[src/qpll_map.svh]
/*
 Register offsets, field positions, reset values and address constants
 of the four-PLL configuration front end. Assumes inclusion by bare name.
*/
`ifndef QPLL_MAP_SVH
`define QPLL_MAP_SVH

`define QPLL_ADDR_HI            5'h1a
`define QPLL_NUM_PLL            4
`define QPLL_MAP_DEPTH          25
`define QPLL_REG_RESET          8'h00

`define QPLL_RUN_CONTROL        8'h00
`define QPLL_BANDWIDTH_RATE     8'h02
`define QPLL_FREEZE_SQUELCH     8'h03
`define QPLL_INPUT_FORMAT       8'h05
`define QPLL_OUTPUT_FORMAT      8'h06
`define QPLL_HOLDOVER           8'h08
`define QPLL_OUTPUT_DISABLE     8'h0a
`define QPLL_INPUT_POWERDOWN    8'h0b
`define QPLL_COARSE_LATENCY     8'h10
`define QPLL_FINE_LATENCY_HIGH  8'h11
`define QPLL_FINE_LATENCY_LOW   8'h12
`define QPLL_LOCK_DETECT        8'h13
`define QPLL_ALARM_PIN          8'h14
`define QPLL_PIN_FUNCTION       8'h15
`define QPLL_ALARM_POLARITY     8'h16
`define QPLL_SIGNAL_LOSS_MASK   8'h17
`define QPLL_LOCK_LOSS_MASK     8'h18

`define QPLL_FREE_RUN_BIT       6
`define QPLL_BYPASS_BIT         1
`define QPLL_FREEZE_BIT         5

`endif

[src/qpll_pkg.sv]
/*
 Types of the four-PLL configuration front end.
 Assumes qpll_map.svh is on the include path.
*/
`include "qpll_map.svh"

package qpll_pkg;

    typedef enum logic [3:0] {
        QPLL_IDLE, QPLL_ADDR, QPLL_ACK_ADDR, QPLL_REGA, QPLL_ACK_REG,
        QPLL_WDATA, QPLL_ACK_WR, QPLL_RDATA, QPLL_ACK_RD
    } qpll_state_t;

    typedef struct packed {
        qpll_state_t st;
        logic        scl_s1;
        logic        scl_s2;
        logic        scl_d;
        logic        sda_s1;
        logic        sda_s2;
        logic        sda_d;
        logic [3:0]  rst_s1;
        logic [3:0]  rst_s2;
        logic [3:0]  lock_en;
        logic [7:0]  shreg;
        logic [3:0]  bitcnt;
        logic [1:0]  sel;
        logic        rw;
        logic [7:0]  regptr;
        logic        sda_oe;
        logic        sda_o;
        logic        wr_en;
        logic [1:0]  wr_sel;
        logic [7:0]  wr_addr;
        logic [7:0]  wr_data;
    } qpll_top_state_t;

    typedef struct packed {
        logic [`QPLL_MAP_DEPTH-1:0][7:0] regs;
    } qpll_map_state_t;

endpackage : qpll_pkg

[src/qpll_i2c_top.sv]
/*
 Serial target front end of the four-PLL clock device: start/stop and
 byte handling, PLL selection from the target address, four register
 maps and per-PLL reset gating of oscillator lock. Assumes SCL and SDA
 arrive as pins (synchronised here) and the board resolves open drain.
*/
`include "qpll_map.svh"

module qpll_i2c_top #(
    parameter int NUM_PLL = `QPLL_NUM_PLL
) (
    input  wire logic       ref_clk,
    input  wire logic       reset,
    input  wire logic       scl_in,
    input  wire logic       sda_in,
    output logic            sda_out,
    output logic            sda_oe,
    input  wire logic [3:0] pll_reset_n,
    output logic [3:0]      pll_lock_enable,
    output logic [3:0]      pll_free_run,
    output logic [3:0]      pll_bypass,
    output logic [3:0]      pll_freeze
);

    qpll_pkg::qpll_top_state_t s;
    qpll_pkg::qpll_top_state_t next_s;
    logic [3:0][7:0]           rd_all;
    logic [7:0]                rd;
    logic                      scl_rise;
    logic                      scl_fall;
    logic                      start_c;
    logic                      stop_c;
    logic                      byte_done;

    if (NUM_PLL != 4) begin : g_chk
        $error("qpll_i2c_top: two select bits serve exactly four PLLs");
    end

    // Target address upper bits
    function automatic logic addr_match(input logic [7:0] b);
        addr_match = (b[7:3] == `QPLL_ADDR_HI);
    endfunction : addr_match

    // One map per PLL, written only when selected
    for (genvar i = 0; i < 4; i++) begin : g_pll
        qpll_regmap u_map (
            .ref_clk  (ref_clk),
            .reset    (reset),
            .wr_en    (s.wr_en && (s.wr_sel == 2'(i))),
            .addr     (s.wr_en ? s.wr_addr : s.regptr),
            .wdata    (s.wr_data),
            .rdata    (rd_all[i]),
            .free_run (pll_free_run[i]),
            .bypass   (pll_bypass[i]),
            .freeze   (pll_freeze[i])
        );
    end

    assign rd        = rd_all[s.sel];
    assign scl_rise  = s.scl_s2 && !s.scl_d;
    assign scl_fall  = !s.scl_s2 && s.scl_d;
    assign start_c   = s.scl_s2 && s.scl_d && !s.sda_s2 && s.sda_d;
    assign stop_c    = s.scl_s2 && s.scl_d && s.sda_s2 && !s.sda_d;
    assign byte_done = scl_fall && (s.bitcnt == 4'h8);

    always_comb begin
        next_s        = s;
        next_s.scl_s1 = scl_in;
        next_s.scl_s2 = s.scl_s1;
        next_s.scl_d  = s.scl_s2;
        next_s.sda_s1 = sda_in;
        next_s.sda_s2 = s.sda_s1;
        next_s.sda_d  = s.sda_s2;
        next_s.rst_s1 = pll_reset_n;
        next_s.rst_s2 = s.rst_s1;
        next_s.lock_en = s.rst_s2;
        next_s.wr_en  = 1'b0;
        next_s.sda_o  = 1'b0;
        if (start_c) begin
            next_s.st     = qpll_pkg::QPLL_ADDR;
            next_s.bitcnt = 4'h0;
            next_s.sda_oe = 1'b0;
        end else if (stop_c) begin
            next_s.st     = qpll_pkg::QPLL_IDLE;
            next_s.sda_oe = 1'b0;
        end else begin
            unique case (s.st)
                qpll_pkg::QPLL_IDLE: begin
                    next_s.sda_oe = 1'b0;
                end
                qpll_pkg::QPLL_ADDR, qpll_pkg::QPLL_REGA, qpll_pkg::QPLL_WDATA: begin
                    if (scl_rise) begin
                        next_s.shreg  = {s.shreg[6:0], s.sda_s2};
                        next_s.bitcnt = 4'(s.bitcnt + 4'h1);
                    end else if (byte_done) begin
                        next_s.sda_oe = 1'b1;
                        if (s.st == qpll_pkg::QPLL_ADDR) begin
                            if (addr_match(s.shreg)) begin
                                next_s.sel = s.shreg[2:1];
                                next_s.rw  = s.shreg[0];
                                next_s.st  = qpll_pkg::QPLL_ACK_ADDR;
                            end else begin
                                next_s.sda_oe = 1'b0;
                                next_s.st     = qpll_pkg::QPLL_IDLE;
                            end
                        end else if (s.st == qpll_pkg::QPLL_REGA) begin
                            next_s.regptr = s.shreg;
                            next_s.st     = qpll_pkg::QPLL_ACK_REG;
                        end else begin
                            next_s.wr_en   = 1'b1;
                            next_s.wr_sel  = s.sel;
                            next_s.wr_addr = s.regptr;
                            next_s.wr_data = s.shreg;
                            next_s.regptr  = 8'(s.regptr + 8'h01);
                            next_s.st      = qpll_pkg::QPLL_ACK_WR;
                        end
                    end
                end
                qpll_pkg::QPLL_ACK_ADDR: begin
                    if (scl_fall) begin
                        next_s.bitcnt = 4'h0;
                        if (s.rw) begin
                            next_s.shreg  = rd;
                            next_s.sda_oe = !rd[7];
                            next_s.st     = qpll_pkg::QPLL_RDATA;
                        end else begin
                            next_s.sda_oe = 1'b0;
                            next_s.st     = qpll_pkg::QPLL_REGA;
                        end
                    end
                end
                qpll_pkg::QPLL_ACK_REG, qpll_pkg::QPLL_ACK_WR: begin
                    if (scl_fall) begin
                        next_s.sda_oe = 1'b0;
                        next_s.bitcnt = 4'h0;
                        next_s.st     = qpll_pkg::QPLL_WDATA;
                    end
                end
                qpll_pkg::QPLL_RDATA: begin
                    if (scl_rise) begin
                        next_s.bitcnt = 4'(s.bitcnt + 4'h1);
                    end else if (byte_done) begin
                        next_s.sda_oe = 1'b0;
                        next_s.st     = qpll_pkg::QPLL_ACK_RD;
                    end else if (scl_fall) begin
                        next_s.shreg  = {s.shreg[6:0], 1'b0};
                        next_s.sda_oe = !s.shreg[6];
                    end
                end
                qpll_pkg::QPLL_ACK_RD: begin
                    if (scl_rise) begin
                        if (s.sda_s2) begin
                            next_s.st = qpll_pkg::QPLL_IDLE;
                        end else begin
                            next_s.regptr = 8'(s.regptr + 8'h01);
                            next_s.bitcnt = 4'h9;
                        end
                    end else if (scl_fall && (s.bitcnt == 4'h9)) begin
                        next_s.bitcnt = 4'h0;
                        next_s.shreg  = rd;
                        next_s.sda_oe = !rd[7];
                        next_s.st     = qpll_pkg::QPLL_RDATA;
                    end
                end
            endcase
        end
    end

    always_ff @(posedge ref_clk or posedge reset) begin
        if (reset) begin
            s         <= '0;
            s.st      <= qpll_pkg::QPLL_IDLE;
            s.scl_s1  <= 1'b1;
            s.scl_s2  <= 1'b1;
            s.scl_d   <= 1'b1;
            s.sda_s1  <= 1'b1;
            s.sda_s2  <= 1'b1;
            s.sda_d   <= 1'b1;
        end else begin
            s <= next_s;
        end
    end

    assign sda_out         = s.sda_o;
    assign sda_oe          = s.sda_oe;
    assign pll_lock_enable = s.lock_en;

    for (genvar j = 1; j < 4; j++) begin : g_lock_chk

    end
endmodule : qpll_i2c_top

[src/qpll_regmap.sv]
/*
 One PLL's register map: byte registers written by a one-cycle strobe,
 read combinationally. Assumes the strobe comes from logic on ref_clk.
*/
`include "qpll_map.svh"

module qpll_regmap #(
    parameter int DEPTH = `QPLL_MAP_DEPTH
) (
    input  wire logic       ref_clk,
    input  wire logic       reset,
    input  wire logic       wr_en,
    input  wire logic [7:0] addr,
    input  wire logic [7:0] wdata,
    output logic [7:0]      rdata,
    output logic            free_run,
    output logic            bypass,
    output logic            freeze
);

    qpll_pkg::qpll_map_state_t s;
    qpll_pkg::qpll_map_state_t next_s;

    if (DEPTH != `QPLL_MAP_DEPTH) begin : g_chk
        $error("qpll_regmap: DEPTH must match the map");
    end

    // Listed offsets only
    function automatic logic listed(input logic [7:0] a);
        case (a)
            `QPLL_RUN_CONTROL, `QPLL_BANDWIDTH_RATE, `QPLL_FREEZE_SQUELCH,
            `QPLL_INPUT_FORMAT, `QPLL_OUTPUT_FORMAT, `QPLL_HOLDOVER,
            `QPLL_OUTPUT_DISABLE, `QPLL_INPUT_POWERDOWN, `QPLL_COARSE_LATENCY,
            `QPLL_FINE_LATENCY_HIGH, `QPLL_FINE_LATENCY_LOW, `QPLL_LOCK_DETECT,
            `QPLL_ALARM_PIN, `QPLL_PIN_FUNCTION, `QPLL_ALARM_POLARITY,
            `QPLL_SIGNAL_LOSS_MASK, `QPLL_LOCK_LOSS_MASK: listed = 1'b1;
            default: listed = 1'b0;
        endcase
    endfunction : listed

    always_comb begin
        next_s = s;
        if (wr_en && listed(addr)) begin
            next_s.regs[addr[4:0]] = wdata;
        end
    end

    always_ff @(posedge ref_clk or posedge reset) begin
        if (reset) begin
            s <= {`QPLL_MAP_DEPTH{`QPLL_REG_RESET}};
        end else begin
            s <= next_s;
        end
    end

    assign rdata    = listed(addr) ? s.regs[addr[4:0]] : 8'h00;
    assign free_run = s.regs[`QPLL_RUN_CONTROL][`QPLL_FREE_RUN_BIT];
    assign bypass   = s.regs[`QPLL_RUN_CONTROL][`QPLL_BYPASS_BIT];
    assign freeze   = s.regs[`QPLL_FREEZE_SQUELCH][`QPLL_FREEZE_BIT];

endmodule : qpll_regmap

[config.mk]
export PLATFORM = sky130hd
export DESIGN_NAME = qpll_i2c_top
export DESIGN_NICKNAME = d
export VERILOG_FILES = /design/src/qpll_pkg.sv /design/src/qpll_i2c_top.sv /design/src/qpll_regmap.sv
export VERILOG_INCLUDE_DIRS = /design/src
export SDC_FILE = /design/constraint.sdc
export NUM_CORES = 2
export LEC_CHECK = 0
export BUFFER_PORTS_ARGS = -buffer_cell sky130_fd_sc_hd__buf_2
export CAP_MARGIN = 20
export CORE_UTILIZATION = 50
export CTS_BUF_LIST = sky130_fd_sc_hd__clkbuf_16
export CTS_CLUSTER_SIZE = 16
export DETAILED_ROUTE_END_ITERATION = 6
export HOLD_SLACK_MARGIN = 0.05
export PLACE_DENSITY_LB_ADDON = 0.25
export SETUP_SLACK_MARGIN = 0.2
export SLEW_MARGIN = 5
export SYNTH_ARGS = -nofsm -noshare
export SYNTH_HDL_FRONTEND = slang
export SYNTH_SLANG_ARGS = --single-unit
[constraint.sdc]
create_clock -name ref_clk -period 25.6 [get_ports ref_clk]
set_input_delay 1.28 -clock ref_clk [delete_from_list [all_inputs] [get_ports ref_clk]]
set_output_delay 1.28 -clock ref_clk [all_outputs]
set_load 0.1 [all_outputs]
### Word level (Yosys, flattened, before mapping)

Memory sizes are Yosys's and may differ from the RTL's.
Index checks and enable logic that the tools add are counted.

* register bits after elaboration: 865
* memory bits (read-only): 256
* bits of input ports: 8
* output and inout bits: 18
* logic and storage cells: 314
* memories: 8

Memories
* (no name shown): depth 32, bits a word 1, rd ports 1, clocked after Yosys merged registers in 0, wr ports 0, line qpll_regmap.sv:30 `case (a)`
* (no name shown): depth 32, bits a word 1, rd ports 1, clocked after Yosys merged registers in 0, wr ports 0, line qpll_regmap.sv:30
* (no name shown): depth 32, bits a word 1, rd ports 1, clocked after Yosys merged registers in 0, wr ports 0, line qpll_regmap.sv:30
* (no name shown): depth 32, bits a word 1, rd ports 1, clocked after Yosys merged registers in 0, wr ports 0, line qpll_regmap.sv:30
* (no name shown): depth 32, bits a word 1, rd ports 1, clocked after Yosys merged registers in 0, wr ports 0, line qpll_regmap.sv:30
* (no name shown): depth 32, bits a word 1, rd ports 1, clocked after Yosys merged registers in 0, wr ports 0, line qpll_regmap.sv:30
* +2 memories

* add/sub/neg operators: 2
* magnitude comparators: 3
* equality and inequality tests: 45
* muxes and demuxes: 91
* bitwise logic cells: 5
* reductions and logical operators: 40

Operator list (number)
* bitwise mux 200 bit: 4
* binary-select mux 8 bit (select 5 bit): 4
* 2-to-1 mux 8 bit: 20
* 2-to-1 mux 19 bit: 7
* 2-to-1 mux 4 bit: 17
* 2-to-1 mux 12 bit: 5
* demux 8 bit (select 5 bit): 1
* inequality test 4 bit, second input constant: 10
* one-hot mux 4 bit (5 select lines): 2
* one-hot mux 8 bit (4 select lines): 1
* inequality test 2 bit, second input constant: 14
* AND reduction 8 bit: 3
* 2-to-1 mux 1 bit: 20
* logical AND 1 bit: 18
* binary-select mux 8 bit (select 2 bit): 1
* == test 4 x 3 -> 1 bit, second input constant: 4
* one-hot mux 8 bit (2 select lines): 1
* 2-to-1 mux 15 bit: 1
* inequality test 5 bit, second input constant: 3
* AND reduction 7 bit: 2
* == test 4 bit, second input constant: 3
* 2-to-1 mux 3 bit: 4
* inequality test 3 bit, second input constant: 4
* AND reduction 11 bit: 1
* 24 further kinds: 36

### Depth between registers and ports, before layout

* depth after elaboration: 12
* gate-level depth with buffers: 17
* mapped depth without buffers: 10

### Modules after synthesis

Synthesis repeated with hierarchy kept, for this count alone.

* cells, all modules: 3036
* area total of the unflattened synthesis: 39595.5 sq um

By module, submodules not included
* qpll_regmap: times used 4, cells an instance 671, area each 9018.6 sq um, seq. area each 5004.8 sq um
* qpll_i2c_top: times used 1, cells an instance 352, area each 3520.9 sq um, seq. area each 1634.1 sq um

### Worst setup path before layout

No wires, ideal clock.

* path kind: register to register
* from: reg s[18] in the netlist's numbering
* to: reg g_pll[0].u_map.s, in the netlist g_pll[0].u_map.freeze
* arrival: 3.522 ns
* path slack: 21.953 ns
* stages on the path, launching flop included: 17
* path buffers: 8
* clock period less this slack: 3.647 ns
* path through: dfrtp_1 > buf_4 > mux2i_1 > buf_2 > buf_2 > buf_2 > buf_2 > ha_1 > buf_2 > nand2_4 > a21oi_1 > o21a_2 > nand4_1 > buf_4 > buf_6 > nor2_2 > mux2_2

* longest elaborated chain between the ends: 6

RTL lines
* start, declared: line qpll_i2c_top.sv:25 `qpll_pkg::qpll_top_state_t s;`
* start signal, assigned: line qpll_i2c_top.sv:180 `s <= next_s;`
* 2-to-1 mux 8 bit: line qpll_i2c_top.sv:50 `.addr (s.wr_en ? s.wr_addr : s.regptr),`
* < comparator 5 x 6 -> 1 bit (implied by the code) or >= comparator 5 x 1 -> 1 bit (tied branches): line qpll_regmap.sv:44 `next_s.regs[addr[4:0]] = wdata;`
* logical AND 1 bit (implied by the code): line qpll_regmap.sv:44
* 2-to-1 mux 8 bit (implied by the code): line qpll_regmap.sv:44
* demux 8 bit (select 5 bit)
* bitwise mux 200 bit: line qpll_regmap.sv:44
* end signal, assigned: line qpll_regmap.sv:50 `` s <= {`QPLL_MAP_DEPTH{`QPLL_REG_RESET}}; ``
* end signal, assigned: line qpll_regmap.sv:52 `s <= next_s;`
* end, declared: line qpll_regmap.sv:21 `qpll_pkg::qpll_map_state_t s;`

Parallel ways exist; a longest one is shown, timed or not.
A chain may end at the register's enable or synchronous reset.

### Final worst setup path

* from: reg s[18] in the netlist's numbering
* to: reg s, in the netlist sda_oe

* longest elaborated chain between the ends: 12

RTL lines
* 2-to-1 mux 8 bit *: line qpll_i2c_top.sv:50
* memory read (32 x 1 bit), or another cell as far along
* 2-to-1 mux 1 bit or 2-to-1 mux 8 bit (tied branches): line qpll_regmap.sv:30, qpll_regmap.sv:56
* 2-to-1 mux 8 bit: line qpll_regmap.sv:56 `assign rdata = listed(addr) ? s.regs[addr[4:0]] : 8'h00;`
* binary-select mux 8 bit (select 2 bit) *: line qpll_i2c_top.sv:59 `assign rd = rd_all[s.sel];`
* 2-to-1 mux 8 bit (implied by the code) *: line qpll_i2c_top.sv:59
* zero test 1 bit *: line qpll_i2c_top.sv:124, qpll_i2c_top.sv:161
* 2-to-1 mux 1 bit (on tied branches): line qpll_i2c_top.sv:158, qpll_i2c_top.sv:122
* 2-to-1 mux 1 bit (on tied branches): line qpll_i2c_top.sv:151, qpll_i2c_top.sv:120
* one-hot mux 1 bit (6 select lines) *: line qpll_i2c_top.sv:87 `unique case (s.st)`
* 2-to-1 mux 1 bit *: line qpll_i2c_top.sv:83 `end else if (stop_c) begin`
* 2-to-1 mux 1 bit *: line qpll_i2c_top.sv:79 `if (start_c) begin`

Every way passes the cells marked *; elsewhere a longest branch is shown, timed or not. The select of a mux whose other input is x is not followed.

==> out/results.txt <==
post-route DRC violation count = 0
crit path cell chain = buf_4, mux2i_4, inv_8, buf_4, buf_4, buf_4, mux2i_1, a32oi_1, nand4_1, nor4bb_1, a31oi_1, o21ai_1, o22ai_1
drt first pass iters = 6
effective utilization at floorplan = 0.506
grt total ovfl = 0
I/O Pins = 26
slack of the worst reg-to-reg path = 20.11 ns
# setup viols final = 0
final weighted congestion in routability-driven placement = 0.885
Final Hold Viols = 0
type of the most critical hold path = flop to flop
dpl ws = 20.38 ns
Worst setup SP type = flop
proportion of layout cells with a drive suffix above 1 = 0.236
number of flops mapped to enable cells by yosys = 0
Wirelength per Cell = 24.9 µm
Cells after Synth = 3,411
largest net degree at the start of global routing = 175
slowest stage cell on the critical path = sky130_fd_sc_hd__buf_4
CP Data Required Time = 26.11 ns
clk_lat worst skew = 0.66 ns
DP Wirelength = 65.8 mm
largest incremental delay on the critical path = 0.82 ns
data arrival time of the worst path = 6.00 ns
number of synthesized register bits = 865
Reg clk slew, reported paths = 0.06 ns
final period utilization = 0.215
number of violations reported at the end of detailed-routing iteration 0 = 2,069
Worst IR Drop VDD = 0.0607 mV
Setup crit start = s[18]$_DFF_PP0_
power density of the placed cells = 78.9 mW/mm²
R2R Path Start = s[18]$_DFF_PP0_
crit path to = sda_oe$_DFFE_PP0P_
clock buffer count from CTS = 91
part of the power in the clock network = 0.378
RSZ-0062 raised after global routing = no
final-stage net count = 3,170
clock tree root driver cell = sky130_fd_sc_hd__clkbuf_16
Synth cell types = 81
internal power = 2.23 mW
total power after layout = 3.34 mW
Post-Route Utilization = 0.545
Synth warnings = 0
first-pass GRT wire length = 165 mm
post-route minimum period = 5.49 ns
final worst setup slack = 20.11 ns
reported net switching power = 1.11 mW
Most common cell on crit path = sky130_fd_sc_hd__buf_4
per-instance average area after synthesis = 11.5 µm²
antenna violations before repair = 1
core box area = 0.0776 mm²
Overall Global Routing Usage = 0.274
switching share of power = 0.331
DP Area = 0.0394 mm²
max_cap viols = 0
highest clock rate = 182 MHz
worst flop-to-flop path endpoint = sda_oe$_DFFE_PP0P_
area grow syn2layout = 7.72%
height of the die = 282 µm
Total Negative Setup Slacks = 0 ns
relative contribution of sequential cells to total power = 0.436
worst max-slew margin expressed relative to the limit = 0.251
max-slew violation total from the final report = 0
share of synthesized flip-flops with an asynchronous set or reset = 1.00
buffers added on ports = 24
worst clock skew = 0.0333 ns
Seq/Total Area, Yosys = 0.552
status = completed
maximum clock insertion buffer count = 3
buffers inserted during post-CTS setup optimization = 0
Combinational Power Share = 0.186
transition time at the pin with the least slew margin = 1.12 ns
critical setup path kind = flop to flop
via count = 26.0k
DIE WIDTH = 282 µm
post-synth design cell area = 0.0393 mm²
total detailed-routing wirelength = 106 mm
row count = 102
ys flop type = sky130_fd_sc_hd__dfrtp_1
area of the die = 0.0796 mm²
TritonCTS clock tree = yes
via count of the first global-routing pass = 26.6k
synthesized netlist net count = 3,427
H-tree levels = 3
number of buffers inserted for hold repair after clock tree synthesis = 0
crit-path max FO = 102
FF-to-FF path depth = 13
via density per instance = 6.08
Gates resized, CTS repair = 0
ANT nets after route = 0
number of sinks on the clock net = 865
layout filler cell count = 6,556
cell area after layout = 0.0423 mm²
capturing element type of the critical path = flop
Leakage = 19.8 nW
==> power groups by stage <==
stage,logic (mW),clock network [mW],registers (mW)
floorplan,0.435,0,1.43
global placement,0.602,0,1.48
detailed placement,0.611,0,1.48
CTS,0.612,1.28,1.45
global route,0.654,1.34,1.46
finish,0.622,1.26,1.46
==> cells in the final DEF (no fill, tap or decap), types with 13 or more instances in the layout <==
master / instances
sky130_fd_sc_hd__a31oi_1: 32
sky130_fd_sc_hd__a21oi_1: 79
sky130_fd_sc_hd__inv_1: 40
sky130_fd_sc_hd__a32oi_1: 77
sky130_fd_sc_hd__dfrtp_1: 851
sky130_fd_sc_hd__nand2_1: 583
sky130_fd_sc_hd__buf_4: 55
sky130_fd_sc_hd__buf_2: 24
sky130_fd_sc_hd__nor2_2: 15
sky130_fd_sc_hd__mux2_1: 169
sky130_fd_sc_hd__o21ai_0: 38
sky130_fd_sc_hd__nand3_1: 176
sky130_fd_sc_hd__clkinv_2: 13
sky130_fd_sc_hd__nand2_2: 13
sky130_fd_sc_hd__a221oi_1: 19
sky130_fd_sc_hd__nor2b_1: 16
sky130_fd_sc_hd__nand3_4: 18
sky130_fd_sc_hd__mux2i_1: 121
sky130_fd_sc_hd__mux2_2: 457
sky130_fd_sc_hd__nand4_1: 36
sky130_fd_sc_hd__nor3_1: 13
sky130_fd_sc_hd__a32o_1: 17
sky130_fd_sc_hd__clkinv_1: 19
sky130_fd_sc_hd__clkbuf_16: 91
sky130_fd_sc_hd__nor2_1: 35
==> cells by family after synthesis <==
group	share of synthesized area
compound gates	0.0644
xor+xnor	0.000893
fa+ha+maj	0.00255
buf+inv	0.0498
flops	0.552
mux	0.212
other cells	0.0000955
simple gates	0.119
==> critical path: cells and delay by family, from the launching register on <==
kind | cells | cell delay [ns]
compound gates | 4 | 0.77
flops | 1 | 0.38
buf+inv | 5 | 2.86
simple gates | 2 | 0.50
mux | 2 | 0.51
==> worst min-delay path by stage <==
| stage | start | to | slack [ns] | depth (start not counted) |
|---|---|---|---|---|
| final | next_s[50]$_DFF_PP0_ | next_s[46]$_DFF_PP0_ | 0.35 | 0 |
| after floorplan | next_s[48]$_DFF_PP0_ | next_s[44]$_DFF_PP0_ | 0.33 | 0 |
| after detailed placement | next_s[50]$_DFF_PP0_ | next_s[46]$_DFF_PP0_ | 0.33 | 0 |
| after global placement | next_s[46]$_DFF_PP0_ | pll_lock_enable[2]$_DFF_PP0_ | 0.33 | 0 |
| after CTS | next_s[50]$_DFF_PP0_ | next_s[46]$_DFF_PP0_ | 0.35 | 0 |
| after global routing | next_s[44]$_DFF_PP0_ | pll_lock_enable[0]$_DFF_PP0_ | 0.36 | 0 |
==> through the flow <==
stage                     cells  hold slack, ns
after global placement     4095           0.333
after global routing       4266           0.359
after floorplan            3411           0.331
after detailed placement   4096           0.335
final                      4267           0.347
after CTS                  4261           0.350
==> metal layers <==
| layer | part of all wire | track usage | vias to the layer above |
|---|---|---|---|
| li1 | - | - | 11300 |
| met1 | 0.43 | 0.380 | 13500 |
| met2 | 0.47 | 0.432 | 932 |
| met3 | 0.066 | 0.0436 | 233 |
| met4 | 0.037 | 0.105 | 2 |
| met5 | 0.00012 | 0 | - |
==> cells in the mapped netlist, drive strengths merged (3+ instances only) <==
| cell type | instances | area share |
|---|---|---|
| nor4 | 3 | 0.00048 |
| nand4bb | 4 | 0.0011 |
| a22oi | 8 | 0.0015 |
| a21boi | 5 | 0.00096 |
| ha | 8 | 0.0025 |
| a21oi | 91 | 0.013 |
| a221oi | 19 | 0.0042 |
| nor4b | 3 | 0.00083 |
| a32oi | 77 | 0.017 |
| a221o | 5 | 0.0013 |
| clkbuf | 304 | 0.029 |
| nor2b | 16 | 0.0025 |
| nand2b | 3 | 0.00048 |
| dfrtp | 859 | 0.55 |
| nand4 | 36 | 0.0057 |
| and3 | 12 | 0.0019 |
| inv | 19 | 0.0018 |
| buf | 133 | 0.019 |
| a31oi | 32 | 0.0051 |
| dfstp | 6 | 0.0040 |
| o2111ai | 5 | 0.0011 |
| o22a | 7 | 0.0016 |
| o21ai | 41 | 0.0052 |
| mux2 | 626 | 0.18 |
| o31ai | 3 | 0.00057 |
| nand2 | 597 | 0.058 |
| and4 | 3 | 0.00067 |
| nor3 | 20 | 0.0038 |
| a32o | 17 | 0.0043 |
| o2bb2ai | 3 | 0.00067 |
| nand3 | 195 | 0.031 |
| o21a | 3 | 0.00061 |
| and2 | 7 | 0.0011 |
| mux2i | 124 | 0.032 |
| or4b | 6 | 0.0015 |
| nand4b | 8 | 0.0018 |
| a311oi | 8 | 0.0018 |
| nor2 | 50 | 0.0057 |
| a21o | 8 | 0.0015 |
| o22ai | 9 | 0.0014 |
==> registers in the layout, summed over array words and instances, names as in the netlist <==
name	count
g_pll.u_map.free_run	4
g_pll.u_map.bypass	4
pll_lock_enable	4
next_s	12
g_pll.u_map.freeze	4
g_pll.u_map.s	788
s	48
sda_oe	1
==> layout make-up <==
type,count,area (µm²),area share
flip-flops and latches,865,21700,0.512
multi-input cells,2089,15700,0.371
clock buffers,91,2280,0.0539
well taps,1040,1300,0.0308
repair buffers,87,711,0.0168
clock inverters,74,544,0.0129
inverters,20,86.3,0.00204
diodes,1,2.50,0.0000592
(Power assumes the default switching activity.)
